[src/config_seq_pkg.sv]
package config_seq_pkg;

  localparam int CLOCK_MHZ = 10;
  // clear time is not fixed by the pins; plain default
  localparam int INIT_CLEAR_TIME_NS = 5000;
  localparam int INIT_CLEAR_CYCLES =
    (INIT_CLEAR_TIME_NS * CLOCK_MHZ + 999) / 1000;
  localparam int INIT_CNT_W = 13;
  localparam logic [INIT_CNT_W-1:0] INIT_CLEAR_COUNT =
    INIT_CNT_W'(INIT_CLEAR_CYCLES);
  localparam logic [INIT_CNT_W-1:0] INIT_CNT_RESET = 13'h0000;

  localparam int PORT_COUNT = 4;
  localparam int USER_FF_COUNT = 8;
  localparam logic [USER_FF_COUNT-1:0] USER_FF_FORCE_VALUE = 8'h0f;
  localparam logic [USER_FF_COUNT-1:0] USER_FF_RESET = 8'h0f;

  // sync bit order: {reconfigure request (low active), done, init status}
  localparam int SYNC_W = 3;
  localparam int SYNC_INIT = 0;
  localparam int SYNC_DONE = 1;
  localparam int SYNC_RECONF = 2;
  localparam logic [SYNC_W-1:0] SYNC_RESET_VALUE = 3'h4;

  typedef enum logic [3:0] {
    ST_RESET,
    ST_INIT,
    ST_CONFIG,
    ST_ERROR,
    ST_WAKE_OUTPUTS,
    ST_WAKE_RELEASE,
    ST_WAKE_SETTLE,
    ST_WAKE_DONE,
    ST_USER
  } seq_state_t;

  typedef enum logic [1:0] {
    PORT_JTAG,
    PORT_SPI,
    PORT_I2C,
    PORT_WISHBONE
  } config_port_t;

  typedef enum logic [1:0] {
    OP_NVM_READ,
    OP_NVM_WRITE,
    OP_SRAM_READ,
    OP_SRAM_WRITE
  } access_op_t;

endpackage : config_seq_pkg

[src/pin_sync.sv]
`timescale 1ns/1ps

module pin_sync #(
  parameter int                 WIDTH       = 3,
  parameter logic [WIDTH-1:0]   RESET_VALUE = '0
) (
  input  wire logic             clock,
  input  wire logic             rstn,
  input  wire logic [WIDTH-1:0] pinIn,
  output logic      [WIDTH-1:0] pinOut
);

  logic [WIDTH-1:0] stage1_reg;
  logic [WIDTH-1:0] stage2_reg;

  // first stage feeds only the second one
  always_ff @(posedge clock)
  begin
    if (!rstn)
    begin
      stage1_reg <= RESET_VALUE;
      stage2_reg <= RESET_VALUE;
    end
    else
    begin
      stage1_reg <= pinIn;
      stage2_reg <= stage1_reg;
    end
  end

  assign pinOut = stage2_reg;

endmodule : pin_sync

[src/port_access_gate.sv]
`timescale 1ns/1ps

module port_access_gate (
  input  wire logic       clock,
  input  wire logic       rstn,
  input  wire logic [3:0] portRequest,
  input  wire logic       transparentMode,
  input  wire logic       userMode,
  input  wire logic       nvmReadReq,
  input  wire logic       nvmWriteReq,
  input  wire logic       sramReadReq,
  input  wire logic       sramWriteReq,
  output logic      [1:0] portOwner,
  output logic            portOwnerValid,
  output logic            nvmReadGrant,
  output logic            nvmWriteGrant,
  output logic            sramReadGrant,
  output logic            sramWriteGrant
);

  logic [1:0] owner_reg;
  logic       ownerValid_reg;
  logic [1:0] pick;
  logic       anyReq;
  logic [3:0] grant_reg;
  logic [3:0] opReq;
  logic       ownerLive;

  function automatic logic allowed(input logic [1:0] port,
                                   input logic [1:0] op,
                                   input logic       transp);
    case (port)
      config_seq_pkg::PORT_JTAG:
        allowed = 1'b1;
      config_seq_pkg::PORT_SPI,
      config_seq_pkg::PORT_I2C:
        allowed = (op != config_seq_pkg::OP_SRAM_READ);
      config_seq_pkg::PORT_WISHBONE:
        allowed = transp && (op == config_seq_pkg::OP_NVM_READ ||
                             op == config_seq_pkg::OP_NVM_WRITE);
      default:
        allowed = 1'b0;
    endcase
  endfunction : allowed

  // lowest index wins; boundary scan has top priority
  always_comb
  begin
    pick = 2'h0;
    anyReq = |portRequest;
    for (int i = config_seq_pkg::PORT_COUNT - 1; i >= 0; i--)
    begin
      if (portRequest[i])
        pick = 2'(i);
    end
  end

  // one owner at a time; a later requester waits, never preempts
  always_ff @(posedge clock)
  begin
    if (!rstn)
    begin
      owner_reg <= 2'h0;
      ownerValid_reg <= 1'b0;
    end
    else if (!ownerValid_reg)
    begin
      owner_reg <= pick;
      ownerValid_reg <= anyReq;
    end
    else if (!portRequest[owner_reg])
      ownerValid_reg <= 1'b0;
  end

  assign opReq = {sramWriteReq, sramReadReq, nvmWriteReq, nvmReadReq};
  // transparent access only while the user design keeps running
  assign ownerLive = ownerValid_reg && portRequest[owner_reg] &&
                     (!transparentMode || userMode);

  for (genvar g = 0; g < 4; g++)
  begin : gen_grant
    always_ff @(posedge clock)
    begin
      if (!rstn)
        grant_reg[g] <= 1'b0;
      else
        grant_reg[g] <= ownerLive && opReq[g] &&
                        allowed(owner_reg, 2'(g), transparentMode);
    end
  end

  assign portOwner      = owner_reg;
  assign portOwnerValid = ownerValid_reg;
  assign nvmReadGrant   = grant_reg[0];
  assign nvmWriteGrant  = grant_reg[1];
  assign sramReadGrant  = grant_reg[2];
  assign sramWriteGrant = grant_reg[3];

endmodule : port_access_gate

[src/config_state_sequencer.sv]
`timescale 1ns/1ps

// Functional notes
// - during power-on reset every external pin floats
// - after reset release, drive init status and done low, enter init
// - init clears sram; exit after clear time, no request, pin free
// - configuration starts on the init status rising edge
// - fetch from internal memory or spi flash; stay if none valid
// - init status high while loading; low on data error, no start
// - all data in sets done bit, starting four phase wake-up
// - wake phase one releases global output enable
// - wake phase two releases set/reset and ram write block
// - set/reset forces enabled flops to their defined value
// - ram write block overrides every ram write enable
// - last phase releases done; wait for high only if enabled
// - init status and done pins drive only when enabled
// - user mode after wake-up until request, reload or power loss
// - any re-init trigger drives both pins low, back to init
// - reload from the active configuration port re-initializes
// - only boundary scan reads sram; limits per port
// - boundary scan reaches both memories, offline or transparent
// - transparent mode updates flash while user mode runs
module config_state_sequencer (
  input  wire logic       clock,
  input  wire logic       rstn,
  input  wire logic       initStatusIn,
  output logic            initStatusOut,
  output logic            initStatusOeN,
  input  wire logic       doneIn,
  output logic            doneOut,
  output logic            doneOeN,
  input  wire logic       reconfigureRequestPinN,
  input  wire logic       initStatusPinEnable,
  input  wire logic       donePinEnable,
  input  wire logic       nvmConfigValid,
  input  wire logic       spiConfigValid,
  output logic            fetchRequest,
  output logic            fetchFromSpi,
  input  wire logic       cfgDataDone,
  input  wire logic       cfgDataError,
  output logic            sramClear,
  output logic            ioHighZ,
  output logic            globalOutputEnable,
  output logic            globalSetReset,
  output logic            globalRamWriteBlock,
  output logic            internalDone,
  output logic            userMode,
  output logic            configError,
  input  wire logic [3:0] portRequest,
  input  wire logic [3:0] portReload,
  input  wire logic       transparentMode,
  input  wire logic       nvmReadReq,
  input  wire logic       nvmWriteReq,
  input  wire logic       sramReadReq,
  input  wire logic       sramWriteReq,
  output logic      [1:0] portOwner,
  output logic            portOwnerValid,
  output logic            nvmReadGrant,
  output logic            nvmWriteGrant,
  output logic            sramReadGrant,
  output logic            sramWriteGrant,
  input  wire logic       userRamWeIn,
  output logic            userRamWe,
  input  wire logic [7:0] userFfD,
  input  wire logic [7:0] forceEnableMask,
  output logic      [7:0] userFfQ
);

  config_seq_pkg::seq_state_t state_reg;
  config_seq_pkg::seq_state_t state_next;

  logic [config_seq_pkg::SYNC_W-1:0]     pinRaw;
  logic [config_seq_pkg::SYNC_W-1:0]     pinSync;
  logic [config_seq_pkg::INIT_CNT_W-1:0] initCnt_reg;
  logic                                  clearDone;
  logic                                  initSeenLow_reg;
  logic                                  initHigh;
  logic                                  doneHigh;
  logic                                  reconfAsserted;
  logic                                  reloadSeen;
  logic                                  reinit;
  logic                                  initReady;
  logic                                  sourceValid;
  logic                                  initDriveLow;
  logic                                  doneDriveLow;
  logic                                  initOeN_reg;
  logic                                  doneOeN_reg;
  logic                                  outEnable_reg;
  logic                                  setReset_reg;
  logic                                  gwb_reg;
  logic                                  doneBit_reg;
  logic                                  fetch_reg;
  logic                                  fromSpi_reg;
  logic                                  sramClear_reg;
  logic                                  user_reg;
  logic                                  error_reg;
  logic [7:0]                            ffQ_reg;

  // open drain: pull low when asked and enabled, else float
  function automatic logic odOeN(input logic enable,
                                 input logic driveLow);
    odOeN = !(enable && driveLow);
  endfunction : odOeN

  assign pinRaw[config_seq_pkg::SYNC_INIT]   = initStatusIn;
  assign pinRaw[config_seq_pkg::SYNC_DONE]   = doneIn;
  assign pinRaw[config_seq_pkg::SYNC_RECONF] = reconfigureRequestPinN;

  pin_sync #(
    .WIDTH       (config_seq_pkg::SYNC_W),
    .RESET_VALUE (config_seq_pkg::SYNC_RESET_VALUE)
  ) u_pin_sync (
    .clock  (clock),
    .rstn   (rstn),
    .pinIn  (pinRaw),
    .pinOut (pinSync)
  );

  port_access_gate u_port_access_gate (
    .clock           (clock),
    .rstn            (rstn),
    .portRequest     (portRequest),
    .transparentMode (transparentMode),
    .userMode        (user_reg),
    .nvmReadReq      (nvmReadReq),
    .nvmWriteReq     (nvmWriteReq),
    .sramReadReq     (sramReadReq),
    .sramWriteReq    (sramWriteReq),
    .portOwner       (portOwner),
    .portOwnerValid  (portOwnerValid),
    .nvmReadGrant    (nvmReadGrant),
    .nvmWriteGrant   (nvmWriteGrant),
    .sramReadGrant   (sramReadGrant),
    .sramWriteGrant  (sramWriteGrant)
  );

  assign initHigh       = pinSync[config_seq_pkg::SYNC_INIT];
  assign doneHigh       = pinSync[config_seq_pkg::SYNC_DONE];
  assign reconfAsserted = !pinSync[config_seq_pkg::SYNC_RECONF];
  assign clearDone      = (initCnt_reg >= config_seq_pkg::INIT_CLEAR_COUNT);
  // a reload only counts from the port that owns the logic
  assign reloadSeen     = portOwnerValid && portReload[portOwner];
  assign reinit         = reconfAsserted || reloadSeen;
  assign sourceValid    = nvmConfigValid || spiConfigValid;

  // a disabled pin cannot hold the sequence back
  assign initReady = !initStatusPinEnable ||
                     (initHigh && initSeenLow_reg);

  always_comb
  begin
    state_next = state_reg;
    case (state_reg)
      config_seq_pkg::ST_RESET:
        state_next = config_seq_pkg::ST_INIT;
      config_seq_pkg::ST_INIT:
      begin
        if (clearDone && !reconfAsserted && initReady)
          state_next = config_seq_pkg::ST_CONFIG;
      end
      config_seq_pkg::ST_CONFIG:
      begin
        if (reinit)
          state_next = config_seq_pkg::ST_INIT;
        else if (sourceValid && cfgDataError)
          state_next = config_seq_pkg::ST_ERROR;
        else if (sourceValid && cfgDataDone)
          state_next = config_seq_pkg::ST_WAKE_OUTPUTS;
      end
      config_seq_pkg::ST_ERROR:
      begin
        if (reinit)
          state_next = config_seq_pkg::ST_INIT;
      end
      config_seq_pkg::ST_WAKE_OUTPUTS:
        state_next = reinit ? config_seq_pkg::ST_INIT
                            : config_seq_pkg::ST_WAKE_RELEASE;
      config_seq_pkg::ST_WAKE_RELEASE:
        state_next = reinit ? config_seq_pkg::ST_INIT
                            : config_seq_pkg::ST_WAKE_SETTLE;
      config_seq_pkg::ST_WAKE_SETTLE:
        state_next = reinit ? config_seq_pkg::ST_INIT
                            : config_seq_pkg::ST_WAKE_DONE;
      config_seq_pkg::ST_WAKE_DONE:
      begin
        if (reinit)
          state_next = config_seq_pkg::ST_INIT;
        else if (!donePinEnable || doneHigh)
          state_next = config_seq_pkg::ST_USER;
      end
      config_seq_pkg::ST_USER:
      begin
        if (reinit)
          state_next = config_seq_pkg::ST_INIT;
      end
      default:
        state_next = config_seq_pkg::ST_RESET;
    endcase
  end

  always_ff @(posedge clock)
  begin
    if (!rstn)
      state_reg <= config_seq_pkg::ST_RESET;
    else
      state_reg <= state_next;
  end

  // clear timer restarts on every entry to init
  always_ff @(posedge clock)
  begin
    if (!rstn)
      initCnt_reg <= config_seq_pkg::INIT_CNT_RESET;
    else if (state_reg != config_seq_pkg::ST_INIT)
      initCnt_reg <= config_seq_pkg::INIT_CNT_RESET;
    else if (!clearDone)
      initCnt_reg <= initCnt_reg + 13'h0001;
  end

  // low seen first, so a later high is a true rising edge
  always_ff @(posedge clock)
  begin
    if (!rstn)
      initSeenLow_reg <= 1'b0;
    else if (state_reg == config_seq_pkg::ST_INIT && !initHigh)
      initSeenLow_reg <= 1'b1;
    else if (state_reg != config_seq_pkg::ST_INIT)
      initSeenLow_reg <= 1'b0;
  end

  // pin drive follows the next state so it lines up with the move
  always_comb
  begin
    initDriveLow = 1'b0;
    doneDriveLow = 1'b1;
    case (state_next)
      config_seq_pkg::ST_RESET:
        doneDriveLow = 1'b1;
      config_seq_pkg::ST_INIT:
        initDriveLow = !clearDone || state_reg != config_seq_pkg::ST_INIT;
      config_seq_pkg::ST_ERROR:
        initDriveLow = 1'b1;
      config_seq_pkg::ST_WAKE_DONE,
      config_seq_pkg::ST_USER:
        doneDriveLow = 1'b0;
      default:
        initDriveLow = 1'b0;
    endcase
  end

  always_ff @(posedge clock)
  begin
    if (!rstn)
    begin
      initOeN_reg <= 1'b1;
      doneOeN_reg <= 1'b1;
    end
    else
    begin
      initOeN_reg <= odOeN(initStatusPinEnable, initDriveLow);
      doneOeN_reg <= odOeN(donePinEnable, doneDriveLow);
    end
  end

  // global strobes: safe values held from reset through configuration; released in phases one and two
  always_ff @(posedge clock)
  begin
    if (!rstn)
    begin
      outEnable_reg <= 1'b0;
      setReset_reg  <= 1'b1;
      gwb_reg       <= 1'b1;
    end
    else
    begin
      case (state_next)
        config_seq_pkg::ST_WAKE_OUTPUTS:
        begin
          outEnable_reg <= 1'b1;
          setReset_reg  <= 1'b1;
          gwb_reg       <= 1'b1;
        end
        config_seq_pkg::ST_WAKE_RELEASE,
        config_seq_pkg::ST_WAKE_SETTLE,
        config_seq_pkg::ST_WAKE_DONE,
        config_seq_pkg::ST_USER:
        begin
          outEnable_reg <= 1'b1;
          setReset_reg  <= 1'b0;
          gwb_reg       <= 1'b0;
        end
        default:
        begin
          outEnable_reg <= 1'b0;
          setReset_reg  <= 1'b1;
          gwb_reg       <= 1'b1;
        end
      endcase
    end
  end

  always_ff @(posedge clock)
  begin
    if (!rstn)
      doneBit_reg <= 1'b0;
    else if (state_next == config_seq_pkg::ST_INIT)
      doneBit_reg <= 1'b0;
    else if (state_reg == config_seq_pkg::ST_CONFIG &&
             state_next == config_seq_pkg::ST_WAKE_OUTPUTS)
      doneBit_reg <= 1'b1;
  end

  // spi flash is only a fallback when internal memory is blank
  always_ff @(posedge clock)
  begin
    if (!rstn)
    begin
      fetch_reg   <= 1'b0;
      fromSpi_reg <= 1'b0;
    end
    else
    begin
      fetch_reg   <= state_next == config_seq_pkg::ST_CONFIG &&
                     sourceValid;
      fromSpi_reg <= !nvmConfigValid && spiConfigValid;
    end
  end

  always_ff @(posedge clock)
  begin
    if (!rstn)
    begin
      sramClear_reg <= 1'b0;
      user_reg      <= 1'b0;
      error_reg     <= 1'b0;
    end
    else
    begin
      sramClear_reg <= state_next == config_seq_pkg::ST_INIT &&
                       initDriveLow;
      user_reg      <= state_next == config_seq_pkg::ST_USER;
      error_reg     <= state_next == config_seq_pkg::ST_ERROR;
    end
  end

  // user flops with set/reset enabled take their defined value
  for (genvar g = 0; g < config_seq_pkg::USER_FF_COUNT; g++)
  begin : gen_user_ff
    always_ff @(posedge clock)
    begin
      if (!rstn)
        ffQ_reg[g] <= config_seq_pkg::USER_FF_RESET[g];
      else if (setReset_reg && forceEnableMask[g])
        ffQ_reg[g] <= config_seq_pkg::USER_FF_FORCE_VALUE[g];
      else
        ffQ_reg[g] <= userFfD[g];
    end
  end

  // gated combinationally so no write slips through on a late edge
  assign userRamWe = userRamWeIn && !gwb_reg;

  assign initStatusOut       = 1'b0;
  assign initStatusOeN       = initOeN_reg;
  assign doneOut             = 1'b0;
  assign doneOeN             = doneOeN_reg;
  assign ioHighZ             = !outEnable_reg;
  assign globalOutputEnable  = outEnable_reg;
  assign globalSetReset      = setReset_reg;
  assign globalRamWriteBlock = gwb_reg;
  assign internalDone        = doneBit_reg;
  assign fetchRequest        = fetch_reg;
  assign fetchFromSpi        = fromSpi_reg;
  assign sramClear           = sramClear_reg;
  assign userMode            = user_reg;
  assign configError         = error_reg;
  assign userFfQ             = ffQ_reg;

endmodule : config_state_sequencer

[config.mk]
export PLATFORM = sky130hd
export DESIGN_NAME = config_state_sequencer
export DESIGN_NICKNAME = d
export VERILOG_FILES = /design/src/config_seq_pkg.sv /design/src/pin_sync.sv /design/src/port_access_gate.sv /design/src/config_state_sequencer.sv
export SDC_FILE = /design/constraint.sdc
export NUM_CORES = 1
export LEC_CHECK = 0
export ABC_AREA = 1
export BUFFER_PORTS_ARGS = -buffer_cell sky130_fd_sc_hd__buf_2
export CORE_AREA = 3 3 64 95
export DETAILED_ROUTE_END_ITERATION = 8
export DIE_AREA = 0 0 67 98
export HOLD_SLACK_MARGIN = 0.15
export PLACE_DENSITY = 0.77
export SLEW_MARGIN = 0
export SYNTH_ARGS = -nofsm -noshare
export SYNTH_HDL_FRONTEND = slang
export SYNTH_SLANG_ARGS = --single-unit
[constraint.sdc]
create_clock -name clock -period 1.4 [get_ports clock]
set_input_delay 0.14 -clock clock [delete_from_list [all_inputs] [get_ports clock]]
set_output_delay 0.14 -clock clock [all_outputs]
set_load 0.03 [all_outputs]
# After elaboration in Yosys (flattened, before gate mapping)
# Index checks and enable logic that the tools add are counted.
# word_totals
register_bits	49
input_bits	41
elab_cells	155
# classes
addsub	1
n_lt_le_gt_ge	2
eq_ne	20
muxes	33
bitwise	1
reduce_logical	69
# ops
operator	n
== test 4 x 3 -> 1 bit, second input constant	8
logical AND 1 bit	32
case mux 4 bit (8 select lines)	1
2-to-1 mux 4 bit	7
OR reduction 2 bit	12
== test 4 x 2 -> 1 bit, second input constant	4
adder 13 x 1 -> 13 bit, second input constant	1
>= comparator 13 x 6 -> 1 bit, second input constant	1
2-to-1 mux 1 bit	12
zero test 1 bit	11
2-to-1 mux 3 bit	3
== test 4 x 1 -> 1 bit, second input constant	2
== test 4 bit, second input constant	2
2-to-1 mux 2 bit	4
case mux 1 bit (2 select lines)	4
OR reduction 4 bit	2
logical OR 1 bit	6
OR reduction 3 bit	2
OR reduction 5 bit	1
binary-select mux 1 bit (select 2 bit)	2
== test 2 bit, second input constant	2
zero test 4 bit	1
!= test 4 x 1 -> 1 bit, second input constant	1
less-than comparator 2 x 3 -> 1 bit, second input constant	1
4 further kinds	4

# Longest topological paths before layout
# depth
depth_word	11
mapped_depth	13
mapped_depth_nobuf	13

# Modules after synthesis
# A second synthesis with hierarchy kept.
# hier_totals
cells_unflattened	282
area_unflattened_um2	2115.8
# by_module_without_submodules
module	instances	cells_each	area_per_inst_um2	seq_area_each_um2
config_state_sequencer	1	218	1625.3	720.7
port_access_gate	1	46	325.3	140.1
pin_sync	1	18	165.2	120.1

# Least setup slack after synthesis
# OpenSTA, ideal clock, no wires.
# synth_path
path_kind	register to register
start	register u_port_access_gate.owner_reg[0] (netlist: u_port_access_gate.portOwner[0])
end	register fetch_reg (netlist: fetchRequest)
setup_time_ns	0.073
arrival_time_ns	1.454
path_slack_ns	-0.127
path_stages_with_launch	11
path_buffers	0
synth_period_minus_slack_ns	1.527
cell_sequence	dfxtp_1 -> inv_2 -> nand2_1 -> nand3_1 -> nand3_1 -> nand2_2 -> nand2_1 -> nand4_2 -> inv_2 -> nand3_1 -> nor3_2
# synth_via
elab_chain_cells	8
elab_cells_between_ends	13
# synth_rtl
element	line	source
from (decl)	port_access_gate.sv:21	logic [1:0] owner_reg;
from (signal assigned)	port_access_gate.sv:68	owner_reg <= pick;
binary-select mux 1 bit (select 2 bit) *	config_state_sequencer.sv:142	assign reloadSeen = portOwnerValid && portReload[portOwner];
2-to-1 mux 1 bit (implied by the code) *	config_state_sequencer.sv:142	
logical AND 1 bit *	config_state_sequencer.sv:142	
logical OR 1 bit *	config_state_sequencer.sv:143	assign reinit = reconfAsserted || reloadSeen;
2-to-1 mux 4 bit (tied with other cells)	config_state_sequencer.sv:172, config_state_sequencer.sv:193	
case mux 4 bit (8 select lines) *	config_state_sequencer.sv:153	case (state_reg)
== test 4 x 2 -> 1 bit *	config_state_sequencer.sv:323	fetch_reg <= state_next == config_seq_pkg::ST_CONFIG &&
logical AND 1 bit *	config_state_sequencer.sv:323	
to (signal assigned)	config_state_sequencer.sv:323	
to (decl)	config_state_sequencer.sv:92	logic fetch_reg;
# Every way passes the cells marked *; elsewhere a longest branch is shown, timed or not. The select of a mux whose other input is x is not followed.
# A chain may end at the register's enable or synchronous reset.

# Worst setup path in the final report
# layout_path
start	register state_reg[0]
end	register state_reg[1]
# layout_via
elab_chain_cells	3
elab_cells_between_ends	11
# layout_rtl
element	line	source
from (decl)	config_state_sequencer.sv:69	config_seq_pkg::seq_state_t state_reg;
from (signal assigned)	config_state_sequencer.sv:204	state_reg <= config_seq_pkg::ST_RESET;
from (signal assigned)	config_state_sequencer.sv:206	state_reg <= state_next;
== test 4 bit or == test 4 x 2 -> 1 bit (tied branches)	config_state_sequencer.sv:153	
OR reduction 2 bit (no line)	--	
case mux 4 bit (8 select lines) *	config_state_sequencer.sv:153	
# Every way passes the cells marked *; elsewhere a longest branch is shown, timed or not.

==> impl_metrics.csv <==
group,metric,value,unit
clocking,cts_buffers,5,
clocking,cts_sinks,49,
clocking,clockBufferDepth,2,
logic_synthesis,post-synth-top-area-fraction,46.61,%
global_route,grt_overflow,0,
floorplanning,die_y,98,um
logic_synthesis,ys_warn_count,0,
sta,fin_worst_skew,6.957,ps
sta,rsz0062_at_grt,"yes",
logic_synthesis,syn_avg_cell_area,7.570,um2
setup_path,crit_buf_inv,4,
routing,drt_first_pass_iters,5,
setup_path,critical_path_class,"flop to flop",
final_layout,fin_nets,430,
setup_path,cp_max_fo,5,
logic_synthesis,synth.yosys.seq_area_share,46.61,%
setup_path,path_cells,"inv_2 > nand2_2 > inv_1 > nand2_1 > nor2_1 > a21oi_2 > nand3_4 > nand2_4 > buf_4 > buf_4 > nor2_1",
place,dp_slack,-118.5,ps
floorplanning,initial_core_util,39.82,%
logic_synthesis,synth.area.top_cells,"dfxtp_1 (47%), nand2_1 (10%), inv_1 (7.0%)",
logic_synthesis,synth_top_cell_by_area,"dfxtp_1",
outcome,violations,"negative setup slack",
job,drv_cap,0,
routing,via_per_inst,4.706,
sta,slew_viol_final,0,
global_route,grt_pass1_vias,2201,
routing,ant_nets,0,
final_layout,final_util,58.71,%
setup_path,worst_setup_path_end_kind,"flop",
sta,hold_ws,156.2,ps
final_layout,area_delta_synth_final,47.44,%
logic_synthesis,synth-seq-cells,49,
clocking,worstSkewPairLatency,300,ps
final_layout,diodes,0,
sta,hold_viol,0,
floorplanning,die_w,67,um
sta,totalNegativeSetupSlack,-632.9,ps
power,peakVddDrop,0.6865,mV
logic_synthesis,netlist_instances,278,
setup_path,worstSetupStartpointType,"flop",
logic_synthesis,synthesis.area,2105,um2
clocking,clock_tree.root_cell,"clkbuf_8",
logic_synthesis,synth.most_common_cell,"nand2_1",
routing,vias,2146,
setup_path,slowest_delay,380,ps
floorplanning,dieArea,6566,um2
clocking,htree_levels,2,
power,power.leakage,1.506,nW
floorplanning,row_count,32,
outcome,outcome,"finished with violations",
place,dp_hpwl,3663,um
logic_synthesis,yosysUniqueCellTypes,38,
hold_path,hold_class,"input pin to flop",
sta,max_freq,659.0,MHz
final_layout,final_area,3103,um2
place,dp_cells,420,
place,gp_congestion,0.8316,
final_layout,post_route_cells_drive_above_1_share,37.37,%
power,pwr_density_cell,940.8,nW/um2
setup_path,worstPathArrival,1710,ps
sta,worst_slack,-117.5,ps
floorplanning,boundaryPins,71,
place,dpl_cell_area,2613,um2
logic_synthesis,synthTopCellsByCount,"nand2_1 (58), dfxtp_1 (49), inv_1 (39), nor2_1 (31), a21oi_1 (15)",
setup_path,cp.required,1590,ps
sta,min_period,1517,ps
setup_path,cpMaxStageDelayCell,"dfxtp_4",
clocking,cts_tree,"yes",
routing,wl,5291,um
clocking,clk_pin_slew,80,ps
setup_path,path_delay_family,"simple AND/OR/NAND/NOR gates",
sta,setup-violations-final,10,
place,port_buffers,68,
logic_synthesis,synth_flop_cell,"dfxtp_1",
logic_synthesis,synth-edff-count,0,
routing,avgRoutedWirePerCell,11.60,um
final_layout,largest_register_ffs,13,
global_route,antenna_found_initial,0,
floorplanning,core_area,5285,um2
sta,final.period_utilization,108.4,%
power,p_total,2.919,mW
global_route,grt_first_pass_wirelength,8921,um
final_layout,layout.cells.non_filler,456,
global_route,grt_use_total,17.20,%
logic_synthesis,async_reset_ff_share,0,%
routing,drcViolationCount,0,
global_route,grt_max_degree,15,
routing,drt-initial-drc-count,75,
==> layer usage <==
metal | GRT usage (%) | up-vias | wire, um
li1 | - | 1089 | -
met1 | 16.94 | 957 | 1861
met2 | 31.59 | 76 | 2905
met3 | 4.373 | 24 | 282
met4 | 8.750 | 0 | 240
met5 | 0 | - | 0
==> cell families after synthesis <==
kind of cell / after synthesis / share of synthesized area [%]
other: 1 / 0.1782
AO/OA/AOI/OAI: 39 / 11.53
adder cells (fa/ha/maj): 2 / 1.189
buffers and inverters: 55 / 10.58
flip-flops: 49 / 46.61
AND/OR/NAND/NOR: 132 / 29.91
==> final timing paths <==
check             depth (start not counted)  slack [ps]                     start                         endpoint
hold / removal                            3         160                      rstn  u_port_access_gate.nvmReadGrant
hold reg to reg                           2         410  u_pin_sync.stage1_reg[0]             u_pin_sync.pinOut[0]
setup reg to reg                         11        -120              state_reg[0]                     state_reg[1]
setup / recovery                         11        -120              state_reg[0]                     state_reg[1]
==> placed cells by master, fill, tap and decap left out, drive strengths merged, types with 3 or more instances in the layout <==
cell type / synthesis / final
a211o: 4 / 4
a21oi: 15 / 15
buf: 7 / 84
clkbuf: 3 / 7
dfxtp: 49 / 49
dlygate4sd3: 0 / 27
inv: 44 / 44
nand2: 66 / 66
nand3: 15 / 15
nand4: 3 / 3
nor2: 33 / 33
nor3: 10 / 10
o21ai: 12 / 12
or2: 3 / 3
==> report_power, final <==
group          internal (mW)  switching (mW)  leakage [nW]
Sequential              1.43          0.0271         0.404
Clock                  0.582           0.445        0.0585
Combinational          0.196           0.235          1.04
Total                   2.21           0.707          1.51
==> area by class of cell <==
cell class,instances,area [um2]
Clock buffer,7,86.33
Clock inverter,1,30.03
Fill cell,488,2182
Inverter,45,170.2
Multi-Input combinational cell,175,999.7
Sequential cell,49,1001
Tap cell,68,85.08
Timing Repair Buffer,111,730.7
==> worst min-delay path, cell delays in order <==
cell and delay [ps]:
buf_2 160, nand2_1 70, nor3_1 40
==> timing repair <==
item	4_1_cts	5_1_grt
endpoints found under the setup margin	14	24
hold endpoints to repair	18	4
resized for setup	19	15
buffers inserted	0	1
hold buffers	27	4
pin swaps	6	12
No activity file was read; power rests on OpenSTA's default activity.
